### config.mk
export PLATFORM = sky130hd
export DESIGN_NAME = pfd_divider_ctrl
export DESIGN_NICKNAME = d
export VERILOG_FILES = /design/src/verilog/pfd_pkg.sv /design/src/verilog/pfd_divider_ctrl.sv /design/src/verilog/pfd_atomic_reg.sv
export SDC_FILE = /design/constraint.sdc
export NUM_CORES = 1
export LEC_CHECK = 0
export ABC_AREA = 1
export BUFFER_PORTS_ARGS = -buffer_cell sky130_fd_sc_hd__buf_2
export CAP_MARGIN = 20
export CORE_MARGIN = 1.5
export CORE_UTILIZATION = 58
export CTS_CLUSTER_DIAMETER = 120
export CTS_CLUSTER_SIZE = 8
export DETAILED_ROUTE_END_ITERATION = 10
export PLACE_DENSITY_LB_ADDON = 0.25
export RECOVER_POWER = 100
export SYNTH_ARGS = -nofsm -noshare
export SYNTH_HDL_FRONTEND = slang
export SYNTH_HIERARCHICAL = 1
export SYNTH_SLANG_ARGS = --single-unit
### constraint.sdc
create_clock -name clk_sys -period 2.3 [get_ports clk_sys]
set_input_delay 0.46 -clock clk_sys [delete_from_list [all_inputs] [get_ports clk_sys]]
set_output_delay 0.46 -clock clk_sys [all_outputs]
set_load 0.05 [all_outputs]
### src/verilog/pfd_pkg.sv
// Constants for the PLL feedback divider control block
package pfd_pkg;

  // Byte offsets within the divider control register map
  localparam logic [7:0] PFD_ADDR_FRAC0 = 8'h00;
  localparam logic [7:0] PFD_ADDR_FRAC3 = 8'h03;
  localparam logic [7:0] PFD_ADDR_INT0 = 8'h04;
  localparam logic [7:0] PFD_ADDR_INT1 = 8'h05;
  localparam logic [7:0] PFD_ADDR_SDM = 8'h06;
  localparam logic [7:0] PFD_ADDR_REF = 8'h07;

  // Register widths in bytes
  localparam int PFD_FRAC_BYTES = 4;
  localparam int PFD_INT_BYTES = 2;

  // Field widths; the fraction denominator is two to this power
  localparam int PFD_FRAC_BITS = 27;
  localparam int PFD_INT_BITS = 10;

  // Values after reset
  localparam logic [31:0] PFD_FRAC_RESET = 32'h0000_0000;
  localparam logic [15:0] PFD_INT_RESET = 16'h006c;
  localparam logic [7:0] PFD_SDM_RESET = 8'h03;
  localparam logic [7:0] PFD_REF_RESET = 8'h01;

  // Readable bit masks, reserved bits read zero
  localparam logic [31:0] PFD_FRAC_MASK = 32'h07ff_ffff;
  localparam logic [15:0] PFD_INT_MASK = 16'h03ff;
  localparam logic [7:0] PFD_SDM_MASK = 8'h3f;
  localparam logic [7:0] PFD_REF_MASK = 8'h03;

  // Field positions in the modulator byte
  localparam int PFD_SDM_DITHER_EN_BIT = 5;
  localparam int PFD_SDM_DITHER_NS_BIT = 4;
  localparam int PFD_SDM_GAIN_LSB = 2;
  localparam int PFD_SDM_ORDER_LSB = 0;

  // Field positions in the reference byte
  localparam int PFD_REF_SEL_BIT = 1;
  localparam int PFD_REF_DOUBLER_BIT = 0;

  // Modulator order encodings
  typedef enum logic [1:0] {
    PFD_ORDER_INTEGER = 2'h0,
    PFD_ORDER_FIRST = 2'h1,
    PFD_ORDER_SECOND = 2'h2,
    PFD_ORDER_THIRD = 2'h3
  } pfd_order_t;

endpackage : pfd_pkg

### src/verilog/pfd_divider_ctrl.sv
// PLL fractional feedback divider control: register map and applied settings
//
// Function
// - Fraction field is a numerator over a fixed denominator of 2^27.
// - Fraction value reaches the PLL only when its top byte is written.
// - Integer divider is ten bits in a 16-bit register, reset 0x6C.
// - Integer value reaches the PLL only when its upper byte is written.
// - Two-bit modulator order: integer, first, second, third; resets to third.
// - Bit 5 adds dither to the modulator; reset leaves it off.
// - Bit 4 noise-shapes the dither; clear leaves it unshaped.
// - Two-bit gain scales dither to one, two, four or eight LSBs.
// - Bit 1 picks reference: 0 crystal input, 1 external clock; reset crystal.
// - Bit 0 enables the reference doubler; enabled after reset.
`timescale 1ns/1ns
module pfd_divider_ctrl (
  input wire logic clk_sys,
  input wire logic reset_n,
  input wire logic regWrite,
  input wire logic regRead,
  input wire logic [7:0] regAddr,
  input wire logic [7:0] regWrData,
  output logic [7:0] regRdData,
  output logic regRdValid,
  output logic [pfd_pkg::PFD_FRAC_BITS-1:0] fractionNumerator,
  output logic [pfd_pkg::PFD_INT_BITS-1:0] integerDivider,
  output pfd_pkg::pfd_order_t modulatorOrder,
  output logic ditherEnable,
  output logic ditherNoiseShaping,
  output logic [3:0] ditherAmplitude,
  output logic referenceSelect,
  output logic doublerEnable
);
  import pfd_pkg::*;

  logic fracWr;
  logic intWr;
  logic sdmWr;
  logic refWr;
  logic [1:0] fracLane;
  logic [1:0] intLane;
  logic [31:0] fracStaged;
  logic [31:0] fracApplied;
  logic [15:0] intStaged;
  logic [15:0] intApplied;
  logic [7:0] sdmReg;
  logic [7:0] refReg;
  logic [7:0] next_rdData;
  logic [31:0] fracView;
  logic [15:0] intView;

  // Write decode; lane index is the offset within each divider register
  always_comb begin
    fracWr = 1'b0;
    intWr = 1'b0;
    sdmWr = 1'b0;
    refWr = 1'b0;
    if (regWrite && regAddr >= PFD_ADDR_FRAC0 && regAddr <= PFD_ADDR_FRAC3) begin
      fracWr = 1'b1;
    end else if (regWrite && (regAddr == PFD_ADDR_INT0 || regAddr == PFD_ADDR_INT1)) begin
      intWr = 1'b1;
    end else if (regWrite && regAddr == PFD_ADDR_SDM) begin
      sdmWr = 1'b1;
    end else if (regWrite && regAddr == PFD_ADDR_REF) begin
      refWr = 1'b1;
    end
  end

  assign fracLane = 2'(regAddr - PFD_ADDR_FRAC0);
  assign intLane = 2'(regAddr - PFD_ADDR_INT0);

  // Fraction numerator, committed on the top byte
  pfd_atomic_reg #(
    .NBYTES(PFD_FRAC_BYTES),
    .RESET_VAL(PFD_FRAC_RESET)
  ) u_frac (
    .clk_sys(clk_sys),
    .reset_n(reset_n),
    .wrEn(fracWr),
    .wrLane(fracLane),
    .wrData(regWrData),
    .staged(fracStaged),
    .applied(fracApplied)
  );

  // Integer divider, committed on the upper byte
  pfd_atomic_reg #(
    .NBYTES(PFD_INT_BYTES),
    .RESET_VAL(PFD_INT_RESET)
  ) u_int (
    .clk_sys(clk_sys),
    .reset_n(reset_n),
    .wrEn(intWr),
    .wrLane(intLane),
    .wrData(regWrData),
    .staged(intStaged),
    .applied(intApplied)
  );

  // Modulator configuration byte, reserved bits dropped on write
  always_ff @(posedge clk_sys) begin
    if (!reset_n) begin
      sdmReg <= PFD_SDM_RESET;
    end else if (sdmWr) begin
      sdmReg <= regWrData & PFD_SDM_MASK;
    end
  end

  // Reference configuration byte
  always_ff @(posedge clk_sys) begin
    if (!reset_n) begin
      refReg <= PFD_REF_RESET;
    end else if (refWr) begin
      refReg <= regWrData & PFD_REF_MASK;
    end
  end

  // Settings driven to the analog side, one flop stage after the registers
  always_ff @(posedge clk_sys) begin
    if (!reset_n) begin
      fractionNumerator <= PFD_FRAC_RESET[PFD_FRAC_BITS-1:0];
      integerDivider <= PFD_INT_RESET[PFD_INT_BITS-1:0];
    end else begin
      fractionNumerator <= fracApplied[PFD_FRAC_BITS-1:0];
      integerDivider <= intApplied[PFD_INT_BITS-1:0];
    end
  end

  // Modulator controls; amplitude is one-hot so gain n gives 2^n LSBs
  always_ff @(posedge clk_sys) begin
    if (!reset_n) begin
      modulatorOrder <= pfd_order_t'(PFD_SDM_RESET[PFD_SDM_ORDER_LSB +: 2]);
      ditherEnable <= PFD_SDM_RESET[PFD_SDM_DITHER_EN_BIT];
      ditherNoiseShaping <= PFD_SDM_RESET[PFD_SDM_DITHER_NS_BIT];
      ditherAmplitude <= 4'h1 << PFD_SDM_RESET[PFD_SDM_GAIN_LSB +: 2];
    end else begin
      modulatorOrder <= pfd_order_t'(sdmReg[PFD_SDM_ORDER_LSB +: 2]);
      ditherEnable <= sdmReg[PFD_SDM_DITHER_EN_BIT];
      ditherNoiseShaping <= sdmReg[PFD_SDM_DITHER_NS_BIT];
      ditherAmplitude <= 4'h1 << sdmReg[PFD_SDM_GAIN_LSB +: 2];
    end
  end

  // Reference path controls
  always_ff @(posedge clk_sys) begin
    if (!reset_n) begin
      referenceSelect <= PFD_REF_RESET[PFD_REF_SEL_BIT];
      doublerEnable <= PFD_REF_RESET[PFD_REF_DOUBLER_BIT];
    end else begin
      referenceSelect <= refReg[PFD_REF_SEL_BIT];
      doublerEnable <= refReg[PFD_REF_DOUBLER_BIT];
    end
  end

  // Readback shows staged bytes so software can verify before committing
  assign fracView = fracStaged & PFD_FRAC_MASK;
  assign intView = intStaged & PFD_INT_MASK;

  // Read decode; unmapped offsets return zero
  always_comb begin
    next_rdData = 8'h00;
    if (regAddr >= PFD_ADDR_FRAC0 && regAddr <= PFD_ADDR_FRAC3) begin
      next_rdData = fracView[8*fracLane +: 8];
    end else if (regAddr == PFD_ADDR_INT0 || regAddr == PFD_ADDR_INT1) begin
      next_rdData = intView[8*intLane +: 8];
    end else if (regAddr == PFD_ADDR_SDM) begin
      next_rdData = sdmReg;
    end else if (regAddr == PFD_ADDR_REF) begin
      next_rdData = refReg;
    end
  end

  // Read answer one cycle after the strobe
  always_ff @(posedge clk_sys) begin
    if (!reset_n) begin
      regRdData <= 8'h00;
      regRdValid <= 1'b0;
    end else begin
      regRdValid <= regRead;
      if (regRead) begin
        regRdData <= next_rdData;
      end
    end
  end
endmodule : pfd_divider_ctrl

### src/verilog/pfd_atomic_reg.sv
// Byte-staged register that commits to its applied copy on a top-byte write
`timescale 1ns/1ns
module pfd_atomic_reg #(
  parameter int NBYTES = 4,
  parameter logic [8*NBYTES-1:0] RESET_VAL = '0
) (
  input wire logic clk_sys,
  input wire logic reset_n,
  input wire logic wrEn,
  input wire logic [1:0] wrLane,
  input wire logic [7:0] wrData,
  output logic [8*NBYTES-1:0] staged,
  output logic [8*NBYTES-1:0] applied
);

  logic commit;

  // Only the most significant byte lane triggers the commit
  assign commit = wrEn && (32'(wrLane) == NBYTES - 1);

  // Staging copy, what software last wrote per lane
  always_ff @(posedge clk_sys) begin
    if (!reset_n) begin
      staged <= RESET_VAL;
    end else if (wrEn) begin
      staged[8*wrLane +: 8] <= wrData;
    end
  end

  // Applied copy, changes as a whole so the PLL never sees a torn value
  always_ff @(posedge clk_sys) begin
    if (!reset_n) begin
      applied <= RESET_VAL;
    end else if (commit) begin
      applied <= {wrData, staged[8*NBYTES-9:0]};
    end
  end

endmodule : pfd_atomic_reg

==> impl_metrics.tcl <==
set metrics [dict create \
    slew-limit-headroom 0.4144 \
    finalCritPeriodShare 0.8230 \
    slowest_stage "inv_1" \
    synth_cells 744 \
    hold_violations 0 \
    report.power.total_w 0.005644 \
    cts_hold_buf 0 \
    r2r_end "regRdData[0]" \
    grt_usage 0.2913 \
    fillers 776 \
    finalSetupViolCount 0 \
    powerDensity_nw_per_um2 870.0 \
    drc 0 \
    coreArea_sq_um 9196 \
    worstSetupPathType "input pin to flop" \
    htree_levels 4 \
    dp_hpwl_mm 9.560 \
    die_h_microns 100.4 \
    endpoint "sdmReg[2]" \
    drt_wl_total_mm 14.02 \
    outcome "complete, no violations" \
    p_leak_nw 2.913 \
    drive_gt1_frac 0.1059 \
    final_common_cell "nand2_1" \
    final_cell_mix "nand2_1, dfxtp_1, nor2_1, inv_1, clkbuf_1" \
    postCtsResizedCells 0 \
    multiInputGateArea_sq_um 2177 \
    grt_pass1_vias 4593 \
    place.gp.congestion 0.9677 \
    design_area_sq_um 6487 \
    worstPathRequired_ns 2.69 \
    r2r_setup_slack_ns 1.10 \
    placed_area_sq_um 5963 \
    area_growth_pct 17.95 \
    cts_root_buf "clkbuf_8" \
    syn_nets 771 \
    cts_tree "yes" \
    dr.pass1.iters 5 \
    yosysWarnings 6 \
    critical_path_arrival_ns 2.28 \
    critPathLaunch "regAddr[0]" \
    tightest_slew_ns 0.8784 \
    clock_skew_ns 0.01008 \
    routedWlPerCell_microns 14.88 \
    peakVddDrop_v 0.0004400 \
    io_pins 76 \
    die_x_microns 100.4 \
    reg2reg_depth 8 \
    hold_depth 3 \
    end_kind "flop" \
    cts_sinks 138 \
    crit_fanout 26 \
    max_stage_delay_ns 0.43 \
    nets 845 \
    finalSetupTns_ns 0 \
    cts_buffers 17 \
    clock_latency_ns 0.51 \
    rsz0062_at_grt "no" \
    syn_avg_cell_area_sq_um 7.393 \
    grt_pass1_wl_mm 22.80 \
    drv_cap 0 \
    drt_iter0_markers 337 \
    cts.path.max_buffers 2 \
    num_antenna_cells 0 \
    post_cts_buffers 0 \
    final_max_slew_viol_count 0 \
    final_antenna_net_count 0 \
    rows 35 \
    antenna_found_initial 0 \
    crit_chain "clkbuf_1, buf_12, inv_1, nand2_1, nor2_4, nand3_2, o21ai_0, a21oi_1" \
    max_freq_mhz 528.3 \
    viasPerCell 5.263 \
    path_clk_slew_ns 0.06 \
    grt_max_degree 54 \
    io_buffers 75 \
    die_area_sq_um 10080 \
    vias 4958 \
    regArea_sq_um 2763 \
    fin_util 0.7054 \
    r2r_start "u_frac/staged[8]" \
    synth_area_sq_um 5500 \
    initial_core_util 0.5981 \
    grt-ovfl-total 0 \
    min_path_type "input pin to flop" \
    min_period_ns 1.893 \
    start_kind "input pin" \
]
report_power, final:
group / internal, W / leakage (nW) / switching, W
registers: 0.00240 / 1.11 / 0.00000317
logic: 0.0000676 / 1.49 / 0.000196
clock network: 0.00190 / 0.313 / 0.00109
total: 0.00436 / 2.91 / 0.00128
sequential cells by signal (all words and copies together) (netlist names), 4 cells and up:
name	count
u_frac/applied	27
u_int/applied	10
integerDivider	10
regRdData	8
fractionNumerator	27
u_int/staged	10
ditherAmplitude	4
sdmReg	6
u_frac/staged	27
cell type report:
class	instances	share of cell area
well taps	111	0.02141
multi-input cells	480	0.3356
clock buffers	17	0.06384
repair buffers	89	0.06345
clock inverters	15	0.03645
inverters	92	0.05342
flip-flops and latches	138	0.4258
through the flow:
step	hold WS [ns]	std cells	setup WS (ns)
6_report	0.2526	942	0.4071
5_1_grt	0.2648	942	0.2744
4_1_cts	0.2355	942	0.6621
3_5_place_dp	0.4275	910	0.2933
3_3_place_gp	0.4232	910	0.3046
2_1_floorplan	0.4081	744	0.4183
critical path: cells and delay by family:
family | cells | cell delay (ns)
buffers and inverters | 3 | 0.86
AO/OA/AOI/OAI | 2 | 0.37
AND/OR/NAND/NOR | 3 | 0.57
how the worst min path moves through the flow:
stage | slack, ns | end | start
finish | 0.25 | regRdValid | regRead
global route | 0.26 | regRdValid | regRead
CTS | 0.24 | regRdValid | regRead
detailed placement | 0.43 | fractionNumerator[3] | u_frac/applied[3]
global placement | 0.42 | integerDivider[7] | u_int/applied[7]
floorplan | 0.41 | fractionNumerator[24] | u_frac/applied[24]
metal layers:
layer	wire length, microns	GRT usage	vias to the layer above
li1	-	-	2466
met3	859	0.04944	29
met2	6471	0.4615	203
met5	0	0	-
met4	336	0.1203	0
met1	6352	0.3959	2260
(Power assumes the default switching activity.)
